<file path="src/hdl/output_port_defs.vh">
`ifndef OUTPUT_PORT_DEFS_VH
`define OUTPUT_PORT_DEFS_VH

`define ADDR_W              12
`define IDX_LOW_NIBBLE      12'h2eb
`define IDX_SPECIAL_NIBBLE  12'h2ec
`define ADDR_LOW_NIBBLE     12'hbac
`define ADDR_SPECIAL_NIBBLE 12'hbb0
`define NIBBLE_RESET        4'h0
`define BIT_BUZZER          0
`define BIT_SERIAL          1
`define BIT_CLOCK           2
`define BIT_INV_BUZZER      3
`define RESP_OKAY           2'b00
`define RESP_SLVERR         2'b10
`define BUZZER_HALF_TICKS   8
`define CNT_W               8

`endif

</file>
<file path="src/hdl/tick_divider.v">
`timescale 1ns/100ps
// square wave that toggles every HALF ticks; free running, so a gated
// enable elsewhere can cut a half period short
module tick_divider #(
	parameter WIDTH = 8,
	parameter HALF  = 1
) (
	input  wire clk_sys_i, // system clock
	input  wire srst_i,    // synchronous reset
	input  wire tick_i,    // oscillator half-period tick
	output reg  wave_o     // divided square wave
);

	// the count is cut to the counter width on purpose
	localparam integer     LAST_I = HALF - 1;
	localparam [WIDTH-1:0] LAST   = LAST_I[WIDTH-1:0];

	reg [WIDTH-1:0] cnt;

	always @(posedge clk_sys_i)
	begin
		if (srst_i)
		begin
			cnt    <= {WIDTH{1'b0}};
			wave_o <= 1'b0;
		end
		else if (tick_i)
		begin
			if (cnt == LAST)
			begin
				cnt    <= {WIDTH{1'b0}};
				wave_o <= ~wave_o;
			end
			else
				cnt <= cnt + {{(WIDTH-1){1'b0}}, 1'b1};
		end
	end

endmodule // tick_divider

</file>
<file path="src/hdl/output_port_special_func.v">
`timescale 1ns/100ps
`include "output_port_defs.vh"

module output_port_special_func #(
	parameter SEL_BUZZER     = 1, // special bit 0 is buzzer output
	parameter SEL_SERIAL     = 1, // special bit 1 is serial run indicator
	parameter SEL_CLOCK      = 1, // special bit 2 is divided clock output
	parameter SEL_INV_BUZZER = 1, // special bit 3 is inverted buzzer
	parameter INV_SHARED     = 0, // 1: buzzer bit controls both buzzer pins
	parameter CLK_DIV_LOG2   = 0, // clock output divide factor 2**n, n = 0..7
	parameter BUZZER_HALF    = `BUZZER_HALF_TICKS
) (
	input  wire                 clk_sys_i,         // system clock, 100 MHz
	input  wire                 srst_i,            // synchronous reset, active high
	input  wire                 osc_tick_i,        // one pulse per oscillator half period
	input  wire                 serial_run_i,      // serial interface running
	input  wire [`ADDR_W-1:0]   s_axi_awaddr_i,    // write address
	input  wire                 s_axi_awvalid_i,   // write address valid
	output reg                  s_axi_awready_o,   // write address ready
	input  wire [31:0]          s_axi_wdata_i,     // write data
	input  wire [3:0]           s_axi_wstrb_i,     // write byte strobes
	input  wire                 s_axi_wvalid_i,    // write data valid
	output reg                  s_axi_wready_o,    // write data ready
	output reg  [1:0]           s_axi_bresp_o,     // write response
	output reg                  s_axi_bvalid_o,    // write response valid
	input  wire                 s_axi_bready_i,    // write response ready
	input  wire [`ADDR_W-1:0]   s_axi_araddr_i,    // read address
	input  wire                 s_axi_arvalid_i,   // read address valid
	output reg                  s_axi_arready_o,   // read address ready
	output reg  [31:0]          s_axi_rdata_o,     // read data
	output reg  [1:0]           s_axi_rresp_o,     // read response
	output reg                  s_axi_rvalid_o,    // read data valid
	input  wire                 s_axi_rready_i,    // read data ready
	output reg  [3:0]           plain_out_pins_o,  // pins of the plain nibble
	output reg  [3:0]           special_pins_o,    // pins of the special nibble
	output reg                  config_reject_o    // inverted buzzer option rejected
);

	// inverted buzzer only exists next to a true buzzer output
	localparam INV_OK = (SEL_INV_BUZZER != 0) && (SEL_BUZZER != 0);
	localparam REJECT = (SEL_INV_BUZZER != 0) && (SEL_BUZZER == 0);
	localparam CLK_HALF = 1 << CLK_DIV_LOG2;

	reg  [3:0]         plain_out_bits_a;
	reg  [3:0]         special_bits;
	reg                aw_held;
	reg                w_held;
	reg  [`ADDR_W-1:0] aw_addr;
	reg  [31:0]        w_data;
	reg  [3:0]         w_strb;
	reg  [31:0]        next_rdata;
	reg  [1:0]         next_rresp;
	reg  [3:0]         next_special;
	reg  [3:0]         next_pins;
	wire               buzzer_wave_out;
	wire               divided_clock_out;
	wire               buzzer_ctrl_bit;
	wire               serial_status_bit;
	wire               clock_out_ctrl_bit;
	wire               inv_buzzer_ctrl_bit;
	wire               inv_control;
	wire               do_write;
	wire               aw_take;
	wire               w_take;
	wire               b_done;
	wire               ar_take;
	wire               r_done;
	wire               hit_low_w;
	wire               hit_special_w;
	wire               hit_low_r;
	wire               hit_special_r;
	wire               low_wr;
	wire               special_wr;
	reg                pin_buzzer;
	reg                pin_serial;
	reg                pin_clock;
	reg                pin_inv;

	assign buzzer_ctrl_bit     = special_bits[`BIT_BUZZER];
	assign serial_status_bit   = special_bits[`BIT_SERIAL];
	assign clock_out_ctrl_bit  = special_bits[`BIT_CLOCK];
	assign inv_buzzer_ctrl_bit = special_bits[`BIT_INV_BUZZER];

	// shared mode lets the true buzzer bit switch both pins with one write
	assign inv_control = (INV_SHARED != 0) ? buzzer_ctrl_bit : inv_buzzer_ctrl_bit;

	assign do_write = aw_held && w_held && !s_axi_bvalid_o;

	assign aw_take = s_axi_awvalid_i && s_axi_awready_o;
	assign w_take  = s_axi_wvalid_i && s_axi_wready_o;
	assign b_done  = s_axi_bvalid_o && s_axi_bready_i;
	assign ar_take = s_axi_arvalid_i && s_axi_arready_o;
	assign r_done  = s_axi_rvalid_o && s_axi_rready_i;

	// the write address is decoded from the held copy, never from the live bus
	assign hit_low_w     = (aw_addr == `ADDR_LOW_NIBBLE);
	assign hit_special_w = (aw_addr == `ADDR_SPECIAL_NIBBLE);
	assign hit_low_r     = (s_axi_araddr_i == `ADDR_LOW_NIBBLE);
	assign hit_special_r = (s_axi_araddr_i == `ADDR_SPECIAL_NIBBLE);

	// a cleared byte strobe still completes the write, it only skips storage
	assign low_wr     = do_write && w_strb[0] && hit_low_w;
	assign special_wr = do_write && w_strb[0] && hit_special_w;

	// buzzer tone from the low-speed oscillator only
	tick_divider #(
		.WIDTH (`CNT_W),
		.HALF  (BUZZER_HALF)
	) u_buzzer_div (
		.clk_sys_i (clk_sys_i),
		.srst_i    (srst_i),
		.tick_i    (osc_tick_i),
		.wave_o    (buzzer_wave_out)
	);

	tick_divider #(
		.WIDTH (`CNT_W),
		.HALF  (CLK_HALF)
	) u_clock_div (
		.clk_sys_i (clk_sys_i),
		.srst_i    (srst_i),
		.tick_i    (osc_tick_i),
		.wave_o    (divided_clock_out)
	);

	// address side: held until the paired data word has been applied
	always @(posedge clk_sys_i)
	begin
		if (srst_i)
		begin
			aw_held         <= 1'b0;
			aw_addr         <= {`ADDR_W{1'b0}};
			s_axi_awready_o <= 1'b0;
		end
		else if (do_write)
		begin
			aw_held         <= 1'b0;
			s_axi_awready_o <= 1'b1;
		end
		else if (aw_take)
		begin
			aw_held         <= 1'b1;
			aw_addr         <= s_axi_awaddr_i;
			s_axi_awready_o <= 1'b0;
		end
		else if (!aw_held)
			s_axi_awready_o <= 1'b1;
	end

	// data side: taken before or after the address, either order works
	always @(posedge clk_sys_i)
	begin
		if (srst_i)
		begin
			w_held         <= 1'b0;
			w_data         <= 32'h0000_0000;
			w_strb         <= 4'h0;
			s_axi_wready_o <= 1'b0;
		end
		else if (do_write)
		begin
			w_held         <= 1'b0;
			s_axi_wready_o <= 1'b1;
		end
		else if (w_take)
		begin
			w_held         <= 1'b1;
			w_data         <= s_axi_wdata_i;
			w_strb         <= s_axi_wstrb_i;
			s_axi_wready_o <= 1'b0;
		end
		else if (!w_held)
			s_axi_wready_o <= 1'b1;
	end

	// response only after both halves are held; one write in flight at a time
	always @(posedge clk_sys_i)
	begin
		if (srst_i)
		begin
			s_axi_bvalid_o <= 1'b0;
			s_axi_bresp_o  <= `RESP_OKAY;
		end
		else if (do_write)
		begin
			s_axi_bvalid_o <= 1'b1;
			if (hit_low_w || hit_special_w)
				s_axi_bresp_o <= `RESP_OKAY;
			else
				s_axi_bresp_o <= `RESP_SLVERR;
		end
		else if (b_done)
			s_axi_bvalid_o <= 1'b0;
	end

	// special nibble write; the serial bit keeps its value when it is a status
	always @*
	begin
		next_special = special_bits;
		next_special[`BIT_BUZZER]     = w_data[`BIT_BUZZER];
		next_special[`BIT_CLOCK]      = w_data[`BIT_CLOCK];
		next_special[`BIT_INV_BUZZER] = w_data[`BIT_INV_BUZZER];
		if (SEL_SERIAL == 0)
			next_special[`BIT_SERIAL] = w_data[`BIT_SERIAL];
		else
			next_special[`BIT_SERIAL] = special_bits[`BIT_SERIAL];
	end

	always @(posedge clk_sys_i)
	begin
		if (srst_i)
			plain_out_bits_a <= `NIBBLE_RESET;
		else if (low_wr)
			plain_out_bits_a <= w_data[3:0];
	end

	always @(posedge clk_sys_i)
	begin
		if (srst_i)
			special_bits <= `NIBBLE_RESET;
		else if (special_wr)
			special_bits <= next_special;
	end

	// read decode; upper bits read as zero
	always @*
	begin
		next_rdata = 32'h0000_0000;
		next_rresp = `RESP_OKAY;
		if (hit_low_r)
			next_rdata[3:0] = plain_out_bits_a;
		else if (hit_special_r)
		begin
			next_rdata[3:0] = special_bits;
			if (SEL_SERIAL != 0)
				next_rdata[`BIT_SERIAL] = serial_run_i;
		end
		else
			next_rresp = `RESP_SLVERR;
	end

	// one read at a time: the address is refused until the data is taken
	always @(posedge clk_sys_i)
	begin
		if (srst_i)
			s_axi_arready_o <= 1'b0;
		else if (ar_take)
			s_axi_arready_o <= 1'b0;
		else if (r_done || !s_axi_rvalid_o)
			s_axi_arready_o <= 1'b1;
	end

	always @(posedge clk_sys_i)
	begin
		if (srst_i)
			s_axi_rvalid_o <= 1'b0;
		else if (ar_take)
			s_axi_rvalid_o <= 1'b1;
		else if (r_done)
			s_axi_rvalid_o <= 1'b0;
	end

	// data and response are captured once, so they stand while rvalid waits
	always @(posedge clk_sys_i)
	begin
		if (srst_i)
		begin
			s_axi_rdata_o <= 32'h0000_0000;
			s_axi_rresp_o <= `RESP_OKAY;
		end
		else if (ar_take)
		begin
			s_axi_rdata_o <= next_rdata;
			s_axi_rresp_o <= next_rresp;
		end
	end

	// pin mux; enables gate the free-running waves directly, so a pin may
	// show a short pulse when it is switched
	always @*
	begin
		if (SEL_BUZZER != 0)
			pin_buzzer = buzzer_ctrl_bit & buzzer_wave_out;
		else
			pin_buzzer = buzzer_ctrl_bit;
	end

	// the status pin follows the live run state, not the stored bit
	always @*
	begin
		if (SEL_SERIAL != 0)
			pin_serial = serial_run_i;
		else
			pin_serial = serial_status_bit;
	end

	always @*
	begin
		if (SEL_CLOCK != 0)
			pin_clock = clock_out_ctrl_bit & divided_clock_out;
		else
			pin_clock = clock_out_ctrl_bit;
	end

	// a rejected inverted buzzer falls back to a plain level from its bit
	always @*
	begin
		if (INV_OK)
			pin_inv = inv_control & ~buzzer_wave_out;
		else
			pin_inv = inv_buzzer_ctrl_bit;
	end

	always @*
	begin
		next_pins = {pin_inv, pin_clock, pin_serial, pin_buzzer};
	end

	always @(posedge clk_sys_i)
	begin
		if (srst_i)
			plain_out_pins_o <= `NIBBLE_RESET;
		else
			plain_out_pins_o <= plain_out_bits_a;
	end

	always @(posedge clk_sys_i)
	begin
		if (srst_i)
			special_pins_o <= `NIBBLE_RESET;
		else
			special_pins_o <= next_pins;
	end

	// the option check is static, but a flop keeps every output registered
	always @(posedge clk_sys_i)
	begin
		if (srst_i)
			config_reject_o <= 1'b0;
		else
			config_reject_o <= REJECT;
	end

endmodule // output_port_special_func

</file>
<file path="config.mk">
export PLATFORM = sky130hd
export DESIGN_NAME = output_port_special_func
export DESIGN_NICKNAME = d
export VERILOG_FILES = /design/src/hdl/tick_divider.v /design/src/hdl/output_port_special_func.v
export VERILOG_INCLUDE_DIRS = /design/src /design/src/hdl
export SDC_FILE = /design/constraint.sdc
export NUM_CORES = 1
export LEC_CHECK = 0
export ABC_AREA = 1
export BUFFER_PORTS_ARGS = -buffer_cell sky130_fd_sc_hd__buf_4
export CORE_MARGIN = 1
export CORE_UTILIZATION = 44
export CTS_CLUSTER_DIAMETER = 60
export CTS_CLUSTER_SIZE = 25
export DETAILED_ROUTE_END_ITERATION = 7
export PLACE_DENSITY = 0.74
export SYNTH_ARGS = -nofsm -noshare
export SYNTH_HDL_FRONTEND = slang
export SYNTH_HIERARCHICAL = 1
export SYNTH_SLANG_ARGS = --single-unit
</file>
<file path="constraint.sdc">
create_clock -name clk_sys_i -period 1.13 [get_ports clk_sys_i]
set_clock_uncertainty 0.1 [all_clocks]
set_input_delay 0.2825 -clock clk_sys_i [delete_from_list [all_inputs] [get_ports clk_sys_i]]
set_output_delay 0.2825 -clock clk_sys_i [all_outputs]
set_load 0.01 [all_outputs]
</file>
==> summary.txt, run 1 <==
Outcome
  • Outcome: complete, but fails checks
  • Failing checks: negative setup slack

Global routing
  • Largest net degree at the start of global routing: 30
  • Antenna violations before repair: 0
  • GRT Overall Usage: around a fifth
  • GRT overflow: 0
  • Number of global-route vias before repair: between 2k and 3k
  • First-pass GRT wire length: ~11000 µm

CTS
  • CTS Root Buffer Type: clkbuf_8
  • CTS buffer count: 9
  • Clock buffer depth: 2
  • Clk sink count: between 60 and 70
  • Worst-path clk slew: around 70 ps
  • Clk_lat worst skew: approximately 340 ps
  • CTS tree: done
  • CTS HTree Levels: 3

Drt
  • First-pass iteration count of the detailed router: 6
  • DR vias: between 2k and 3k
  • Initial drt markers: 111
  • Routed wire length per instance: about 11 µm
  • Final Routed Wirelength: around 7000 µm
  • Vias per inst: about 4.7
  • Post-route ant nets: 0
  • Residual DRC: 0

Logic synthesis
  • Yosys top cell by area: dfxtp_1
  • Mux cell area share after synthesis: 0%
  • List of most frequent post-synthesis cells: 88 x nor2_1, 76 x nand2_1, 63 x dfxtp_1
  • Synth Area in Simple Gates: between 30% and 40%
  • EDFF count, synth: 0
  • Synth cell types: 30
  • Cell Area, Synth: 0.00306 mm²
  • Ys async rst share: 0%
  • Mean post-synth cell area: about 7.2 µm²
  • Synth top area share: 41.3%
  • Most frequent cell after synthesis: nor2_1
  • Seq/Total Area, Yosys: slightly above 40%
  • Seq cells post-synth: between 60 and 70
  • Ranking of synthesized cells by area: dfxtp_1 41%, nor2_1 11%, nand2_1 9.3%
  • Largest family of logic cells by synthesized area: simple AND/OR/NAND/NOR gates
  • Cells after synthesis: 424
  • YS warnings: 6
  • Adder-Cell Fraction of Synth Area: approximately 1.2%
  • Ys flop type: dfxtp_1
  • Post-synthesis compound-gate area fraction: 6.72%
  • Xor-xnor portion of the synthesized cell area: under 10%

Die
  • Chip height: 85.3 µm
  • Placeable core area: 0.00676 mm²
  • # rows: 30
  • Die W: ~85 µm
  • DIE AREA: 0.00728 mm²
  • I/O pin cnt: about 120
  • Starting Density: 45.2%

Setup path
  • Worst setup EP type: flop
  • Arrival time of the worst setup path: 1450 ps
  • Setup CP Type: flop to flop
  • Crit start category: flop
  • Req. time, crit path: around 1300 ps
  • Max FO, Critical Path: 6

Cells and area
  • Share of layout cells above drive strength 1: 43.5%
  • Nets: approximately 600
  • Finished Layout Cells: between 600 and 700
  • Design area: about 0.0045 mm²
  • Fillcell total: roughly 530
  • Layout overhead on the synthesized area: 46.6%
  • Antenna diodes: 0

STA
  • Slack of the critical path: -176 ps
  • RSZ-0062 raised after global routing: true
  • Slew Viols, Final: 0
  • Crit path time final: about 1300 ps
  • Period Utilization, post-route: 116%
  • Fin. Hold Viols: 0
  • Final setup fails: 61
  • Max Clk Rate: approximately 770 MHz

Power and ir drop
  • P_leak: ~2.1 nW
  • PD cells: between 1000 and 1500 mW/mm²
  • Max VDD drop: approximately 0.00065 V
  • Total Power: roughly 5.4 mW

Place
  • Placed Instances: between 500 and 600
  • Routability-driven placement congestion ratio: 0.758
  • Post-DP HPWL: around 4500 µm
  • Post-DP Area: between 0.003 and 0.004 mm²
  • Number of port buffers: 56

Flow run
  • MaxCap Viol Count: 0

Hold path
  • Min-delay worst type: input port to flop
[placed cells by master, fill, tap and decap left out, types with 5 or more instances in the layout]
| cell type | netlist | routed |
|---|---|---|
| clkbuf_8 | 0 | 11 |
| inv_2 | 2 | 12 |
| nand4_1 | 5 | 5 |
| nor2_4 | 7 | 13 |
| nand3_1 | 21 | 18 |
| nand3_4 | 2 | 6 |
| a21oi_2 | 0 | 8 |
| nor3_1 | 8 | 5 |
| dfxtp_2 | 0 | 24 |
| a21oi_1 | 17 | 9 |
| buf_6 | 2 | 28 |
| inv_1 | 51 | 41 |
| nand2_4 | 1 | 6 |
| nand2_2 | 2 | 9 |
| nor2_2 | 5 | 13 |
| dfxtp_1 | 63 | 38 |
| buf_4 | 32 | 69 |
| nand2_1 | 76 | 64 |
| o21ai_1 | 0 | 7 |
| conb_1 | 1 | 31 |
| o21ai_2 | 0 | 11 |
| nor2_1 | 88 | 74 |
[routing by layer]
metal | wire length, µm | GRT usage (%) | vias up | part of all wire (%)
li1 | - | - | 1475 | -
met1 | 2910 | 21.9 | 1335 | 42
met2 | 3610 | 35.9 | 94 | 51
met3 | 332 | 3.79 | 16 | 4.7
met4 | 166 | 9.70 | 0 | 2.4
met5 | 0 | 0 | - | 0
[final cells by class]
class | instances | area, µm² | area share (%)
clock inverters | 3 | 65.1 | 1.45
multi-input cells | 300 | 1730 | 38.6
clock buffers | 13 | 159 | 3.55
repair buffers | 102 | 918 | 20.5
flip-flops and latches | 63 | 1290 | 28.9
inverters | 55 | 214 | 4.78
well taps | 80 | 100 | 2.24
[repair_timing]
action / 4_1_cts / 5_1_grt
setup buffers: 9 / 6
pin swaps: 27 / 34
hold buffers: 0 / 0
gates cloned: 2 / 1
resized for setup: 92 / 46
endpoints found under the setup margin: 60 / 69
[registers in the layout, indices dropped and copies added, names as in the netlist, 3 cells and up]
signal,flops
aw_addr,12
plain_out_bits_a,4
plain_out_pins_o,4
s_axi_rdata_o,4
special_bits,3
special_pins_o,4
u_buzzer_div/cnt,8
u_clock_div/cnt,8
w_data,4
[kinds of logic after synthesis]
logic type / Yosys count
fa+ha+maj: 3
xor+xnor: 4
compound gates: 40
simple gates: 220
other cells: 1
buf+inv: 93
flops: 63
[path summary, 6_finish.rpt]
kind	from	end	slack [ps]	depth (start not counted)
worst max-delay path	s_axi_bvalid_o$_SDFFE_PP0P_	plain_out_bits_a[0]$_SDFFE_PP0P_	-180	7
worst min-delay path	serial_run_i	special_pins_o[1]$_SDFF_PP0_	60	3
worst max register to register	s_axi_bvalid_o$_SDFFE_PP0P_	plain_out_bits_a[0]$_SDFFE_PP0P_	-180	7
worst min register to register	u_buzzer_div/wave_o$_SDFFE_PP0P_	special_pins_o[3]$_SDFF_PP0_	350	1
[report_power, final]
group	leakage, nW	internal [mW]	total (mW)	switching [mW]
clock	0.114	1.36	2.20	0.834
sequential	0.524	2.33	2.40	0.0726
combinational	1.44	0.405	0.849	0.444
total	2.07	4.09	5.44	1.35
[critical path, cell delays in order (launching register included)]
cell,delay (ps)
dfxtp_4,350
nor2_4,130
nand2_4,130
nor2_8,190
buf_4,130
nand3_1,70
nand2_1,60
nor2_1,50
[through the flow]
stage | util, % | setup TNS [ps] | hold slack, ps | worst slack [ps]
final | 66.3 | -4480 | 61.7 | -176
after global routing | 66.3 | -8070 | 59.4 | -236
after CTS | 63.7 | -4230 | 46.2 | -168
after detailed placement | 55.1 | -3890 | 341 | -147
after global placement | 55.1 | -2810 | 340 | -100
after floorplan | - | -338 | 249 | -45.6
No activity file was read; power rests on OpenSTA's default activity.
==> run 2: changes to the inputs <==
Settings changed: CTS_BUF_LIST from default to sky130_fd_sc_hd__clkbuf_8 sky130_fd_sc_hd__clkbuf_16.
==> run 2 against run 1 <==
  * The run still ends with negative setup slack left
  * Global-route usage did not move
  * Fmax rose by 0.24%
  * Clock-buffer cell count fell by 2
  * Clock power barely moved
  * Critical path type unchanged
  * Critical endpoint unchanged
  * Largest cell class unchanged
  * Highest routed layer unchanged
==> summary.txt, run 2 (same netlist as run 1, synthesis figures left out) <==
Place
  • Post-DP HPWL: 4470 µm (unchanged)
  • Number of port buffers: 56 (unchanged)
  • Routability-driven placement congestion ratio: 0.758 (unchanged)

CTS
  • CTS Root Buffer Type: clkbuf_8
  • Worst-path clk slew: 70 ps (about the same)
  • CTS HTree Levels: 3 (unchanged)
  • Clk sink count: 63 (unchanged)
  • CTS tree: done
  • CTS buffer count: 9 (unchanged)
  • Clk_lat worst skew: 340 ps (about the same)
  • Clock buffer depth: 2 (unchanged)

Drt
  • Final Routed Wirelength: 7020 µm (about the same)
  • Routed wire length per instance: 11.4 µm (about the same)
  • Residual DRC: 0 (unchanged)
  • Post-route ant nets: 0 (unchanged)
  • DR vias: 2890 (-1.0%)
  • Vias per inst: 4.69 (-1.0%)
  • First-pass iteration count of the detailed router: 6 (unchanged)
  • Initial drt markers: 106 (-4.5%)

STA
  • Final setup fails: 61 (unchanged)
  • Slew Viols, Final: 0 (unchanged)
  • Fin. Hold Viols: 0 (unchanged)
  • RSZ-0062 raised after global routing: true
  • Period Utilization, post-route: 115% (-0.27 points)
  • Max Clk Rate: 767 MHz (+0.24%)
  • Slack of the critical path: -173 ps (+3.10 ps)
  • Crit path time final: 1300 ps (-3.10 ps)
  • Hold slack final: 63.6 ps (+1.96 ps)

Cells and area
  • Share of layout cells above drive strength 1: 43.5% (unchanged)
  • Top flop regs: aw_addr: 12 flops, u_buzzer_div/cnt: 8 flops, u_clock_div/cnt: 8 flops
  • Top reg by flops: aw_addr
  • Commonest cells after routing, fill and taps aside: 74 x nor2_1, 69 x buf_4, 64 x nand2_1
  • Nets: 603 (unchanged)
  • Layout overhead on the synthesized area: 46.6% (unchanged)
  • Core Util, Final: 66.3% (unchanged)
  • Max FFs per register: 12 (unchanged)
  • Antenna diodes: 0 (unchanged)
  • Most common cell after layout, fill and taps aside: nor2_1

Global routing
  • First-pass GRT wire length: 11400 µm (unchanged)
  • GRT overflow: 0 (unchanged)
  • Number of global-route vias before repair: 2724 (unchanged)
  • GRT Overall Usage: 19.7% (unchanged)
  • Largest net degree at the start of global routing: 30 (unchanged)
  • Antenna violations before repair: 0 (unchanged)

Die
  • DIE AREA: 0.00728 mm² (unchanged)
  • Placeable core area: 0.00676 mm² (unchanged)
  • Starting Density: 45.2% (unchanged)
  • I/O pin cnt: 119 (unchanged)
  • # rows: 30 (unchanged)
  • Chip height: 85.3 µm (unchanged)
  • Die W: 85.3 µm (unchanged)

Setup path
  • Slowest-stage cell, CP: dfxtp_4
  • Worst setup EP type: flop
  • Critical path, cell by cell: nor2_4 -> nand2_4 -> nor2_8 -> buf_4 -> nand3_1 -> nand2_1 -> nor2_1
  • Setup CP Type: flop to flop
  • Max FO, Critical Path: 6 (unchanged)
  • Crit start category: flop
  • Req. time, crit path: 1270 ps (about the same)
  • Critical path's top delay family: simple AND/OR/NAND/NOR gates
  • Arrival time of the worst setup path: 1440 ps (about the same)
  • CP peak stage delay: 350 ps (about the same)
  • WP buf/inv: 1 (unchanged)

Hold path
  • Min-delay worst type: input port to flop

Power and ir drop
  • Max VDD drop: 0.000645 V (-1.0%)
  • P_leak: 2.08 nW (+0.40%)
  • PD cells: 1210 mW/mm² (-0.40%)

Outcome
  • Outcome: complete, but fails checks
  • Failing checks: negative setup slack

Flow run
  • MaxCap Viol Count: 0 (unchanged)
-- run 2: stage by stage --
stage	total power [mW]	cell area, µm²	setup WS [ps]	TNS (ps)	cells
2_1_floorplan	2.85	3210	-45.6	-338	454
3_3_place_gp	3.06	3720	-100	-2810	584
3_5_place_dp	3.08	3720	-147	-3890	584
4_1_cts	5.38	4300	-168	-4230	610
5_1_grt	5.67	4480	-236	-8080	616
6_report	5.42	4480	-173	-4440	616
-- run 2: routing by layer --
metal	wire length (µm)	track usage (%)	vias to the layer above
li1	-	-	1472
met1	2940	21.9	1322
met2	3610	35.9	82
met3	327	3.79	14
met4	145	9.70	0
met5	0	0	-
-- run 2: cell type report --
type                    count  area, µm²
flip-flops and latches     63       1290
clock inverters             5       72.6
well taps                  80        100
repair buffers            102        918
clock buffers              11        151
multi-input cells         300       1730
inverters                  55        214
fillers                   526       2280
-- run 2: final timing paths --
kind / slack, ps / depth (start not counted) / from / endpoint
worst min-delay path: 60 / 3 / serial_run_i / special_pins_o[1]$_SDFF_PP0_
worst max register to register: -170 / 7 / s_axi_bvalid_o$_SDFFE_PP0P_ / plain_out_bits_a[0]$_SDFFE_PP0P_
worst min register to register: 350 / 1 / u_buzzer_div/wave_o$_SDFFE_PP0P_ / special_pins_o[3]$_SDFF_PP0_
worst max-delay path: -170 / 7 / s_axi_bvalid_o$_SDFFE_PP0P_ / plain_out_bits_a[0]$_SDFFE_PP0P_
-- run 2: what timing repair did --
action,4_1_cts,5_1_grt
hold buffers,0,0
pin swaps,27,34
setup endpoints to repair,60,69
setup buffers,9,6
cloned,2,1
resized for setup,92,46
-- run 2: power by group --
part	internal, mW	switching [mW]	total, mW
logic	0.405	0.443	0.848
clock network	1.34	0.831	2.17
registers	2.33	0.0726	2.40
total	4.07	1.35	5.42
-- run 2: tightest hold or removal path, stage by stage --
cell and delay [ps]:
buf_4 110, inv_1 40, nor2_1 30
==> run 3: changes to the inputs <==
Settings changed: CORE_UTILIZATION 44 to 42, PLACE_DENSITY 0.74 to 0.71.
==> run 3 against run 2 <==
  * Register-to-register slack got worse by 20 ps
  * Clock power down 6%
  * The flow still finishes with violations (negative setup slack)
  * Utilization shrank 1.9 points
  * Global-route usage decreased by 0.91 points
  * Combinational power shrank 2.7%
  * Largest power group unchanged
  * Die area rose by 4.6%
  * Highest routed layer unchanged
  * Critical path depth stayed put
  * Setup slack worse by 22 ps
==> summary.txt, run 3 (same netlist as run 1, synthesis figures left out) <==
Global routing
  • GRT Overall Usage: 18.8% (-0.91 points)
  • Number of global-route vias before repair: 2750 (+0.95%)
  • GRT overflow: 0 (unchanged)
  • Largest net degree at the start of global routing: 30 (unchanged)
  • First-pass GRT wire length: 11200 µm (-1.6%)
  • Antenna violations before repair: 0 (unchanged)

Drt
  • Routed wire length per instance: 10.9 µm (-4.1%)
  • Residual DRC: 0 (unchanged)
  • DR vias: 2903 (+0.45%)
  • Vias per inst: 4.60 (-1.9%)
  • Initial drt markers: 111 (+4.7%)
  • Post-route ant nets: 0 (unchanged)
  • Final Routed Wirelength: 6900 µm (-1.7%)
  • First-pass iteration count of the detailed router: 4 (-2)

Power and ir drop
  • Internal Power: 3.90 mW (-4.2%)
  • P_leak: 2.06 nW (-1.0%)
  • Sw Ratio: 25.8% (+0.92 points)
  • Total Power: 5.26 mW (-3.0%)
  • PD cells: 1180 mW/mm² (-2.3%)
  • Logic pwr share: 15.7% (about the same)
  • Reg power frac: 45.6% (+1.4 points)
  • Max VDD drop: 0.000695 V (+7.8%)
  • Clock power frac: 38.7% (-1.4 points)
  • P_sw: 1.35 mW (+0.58%)

Cells and area
  • Core Util, Final: 64.4% (-1.9 points)
  • Share of layout cells above drive strength 1: 42.4% (-1.0 points)
  • Multi-input gate area: 0.00170 mm² (-1.3%)
  • Max FFs per register: 12 (unchanged)
  • Most common cell after layout, fill and taps aside: nor2_1
  • Layout overhead on the synthesized area: 45.5%
  • Commonest cells after routing, fill and taps aside: 78 x nor2_1, 68 x nand2_1, 68 x buf_4
  • Fillcell total: 557 (+5.9%)
  • Top flop regs: aw_addr: 12 flops, u_buzzer_div/cnt: 8 flops, u_clock_div/cnt: 8 flops
  • Antenna diodes: 0 (unchanged)
  • Nets: 603 (unchanged)
  • Top reg by flops: aw_addr
  • Register area: 0.00130 mm² (+0.39%)

Hold path
  • Min-delay worst type: input port to flop

Setup path
  • Worst setup EP type: flop
  • Most frequent CP cell: buf_6
  • WP buf/inv: 3 (+2)
  • Arrival time of the worst setup path: 1450 ps (about the same)
  • Critical path's top delay family: buffers and inverters
  • Slowest-stage cell, CP: dfxtp_4
  • Crit start category: flop
  • Critical path, cell by cell: nor2_4 -> nand2_4 -> buf_4 -> buf_6 -> buf_6 -> nand2_1 -> a21oi_1
  • Max FO, Critical Path: 6 (unchanged)
  • Setup CP Type: flop to flop
  • CP peak stage delay: 360 ps (about the same)
  • Req. time, crit path: 1260 ps (about the same)

CTS
  • Clk_lat worst skew: 340 ps (about the same)
  • Worst-path clk slew: 70 ps (about the same)
  • Clk sink count: 63 (unchanged)
  • CTS HTree Levels: 3 (unchanged)
  • Clock buffer depth: 2 (unchanged)
  • CTS Root Buffer Type: clkbuf_8
  • CTS buffer count: 9 (unchanged)
  • CTS tree: done

STA
  • Slack of the critical path: -195 ps (-22.2 ps)
  • RSZ-0062 raised after global routing: true
  • Slew Viols, Final: 0 (unchanged)
  • Max Clk Rate: 754 MHz (-1.7%)
  • Period Utilization, post-route: 117% (+2.0 points)
  • Fin. Hold Viols: 0 (unchanged)
  • Final setup fails: 59 (-3.3%)
  • Crit path time final: 1330 ps (+22.2 ps)

Die
  • Placeable core area: 0.00691 mm² (+2.2%)
  • DIE AREA: 0.00762 mm² (+4.6%)
  • Starting Density: 44.2% (-0.98 points)
  • # rows: 30 (unchanged)
  • I/O pin cnt: 119 (unchanged)
  • Die W: 87.3 µm (+2.3%)
  • Chip height: 87.3 µm (+2.3%)

Outcome
  • Outcome: complete, but fails checks
  • Failing checks: negative setup slack

Place
  • Post-DP HPWL: 4470 µm (about the same)
  • Routability-driven placement congestion ratio: 0.792 (+4.5%)
  • Number of port buffers: 56 (unchanged)

Flow run
  • MaxCap Viol Count: 0 (unchanged)
[run 3: per-layer routing]
| metal | share of wire, % | track usage, % | vias up |
|---|---|---|---|
| li1 | - | - | 1473 |
| met3 | 5.3 | 4.55 | 11 |
| met2 | 51 | 34.7 | 89 |
| met4 | 1.8 | 7.45 | 0 |
| met1 | 42 | 20.5 | 1330 |
| met5 | 0 | 0 | - |
[run 3: final timing paths]
path / from / to / slack [ps] / cells past startpoint
min reg2reg: plain_out_bits_a[1]$_SDFFE_PP0P_ / plain_out_pins_o[1]$_SDFF_PP0_ / 340 / 2
max: s_axi_bvalid_o$_SDFFE_PP0P_ / w_held$_SDFFE_PP0P_ / -200 / 7
max reg2reg: s_axi_bvalid_o$_SDFFE_PP0P_ / w_held$_SDFFE_PP0P_ / -200 / 7
min: serial_run_i / special_pins_o[1]$_SDFF_PP0_ / 50 / 3
[run 3: area by class of cell]
cell class,count,share of cell area (%)
Multi-Input combinational cell,300,38.3
Sequential cell,63,29.2
Timing Repair Buffer,102,20.3
Inverter,55,4.76
Clock buffer,11,3.66
Tap cell,96,2.70
Clock inverter,4,1.01
[run 3: power by group through the flow]
stage / logic, mW / registers, mW / clock network [mW]
floorplan: 0.416 / 2.44 / 0
detailed placement: 0.638 / 2.43 / 0
global route: 0.910 / 2.41 / 2.16
CTS: 0.764 / 2.39 / 2.06
global placement: 0.623 / 2.43 / 0
finish: 0.825 / 2.40 / 2.04
[run 3: worst register-to-register path: stages, from the launching register on]
cell and delay [ps]:
dfxtp_4 360, nor2_4 130, nand2_4 120, buf_4 160, buf_6 110, buf_6 110
nand2_1 80, a21oi_1 50
[run 3: repair_timing]
action                                  in CTS  in global routing
hold endpoints to repair                     0                  0
hold buffers                                 0                  0
buffers inserted                             9                  5
gates cloned                                 2                  0
pin swaps                                   26                 32
gates resized for setup                     88                 48
endpoints found under the setup margin      59                 69
[run 3: stage by stage]
step                cells  setup slack [ps]  instance area [µm²]  hold slack [ps]  setup TNS [ps]
floorplan             454             -45.6                 3210              249            -338
global placement      601              -110                 3730              340           -2920
detailed placement    601              -136                 3730              344           -3840
CTS                   626              -169                 4270             54.1           -3900
global route          631              -249                 4450             56.0           -8370
finish                631              -195                 4450             54.5           -5100
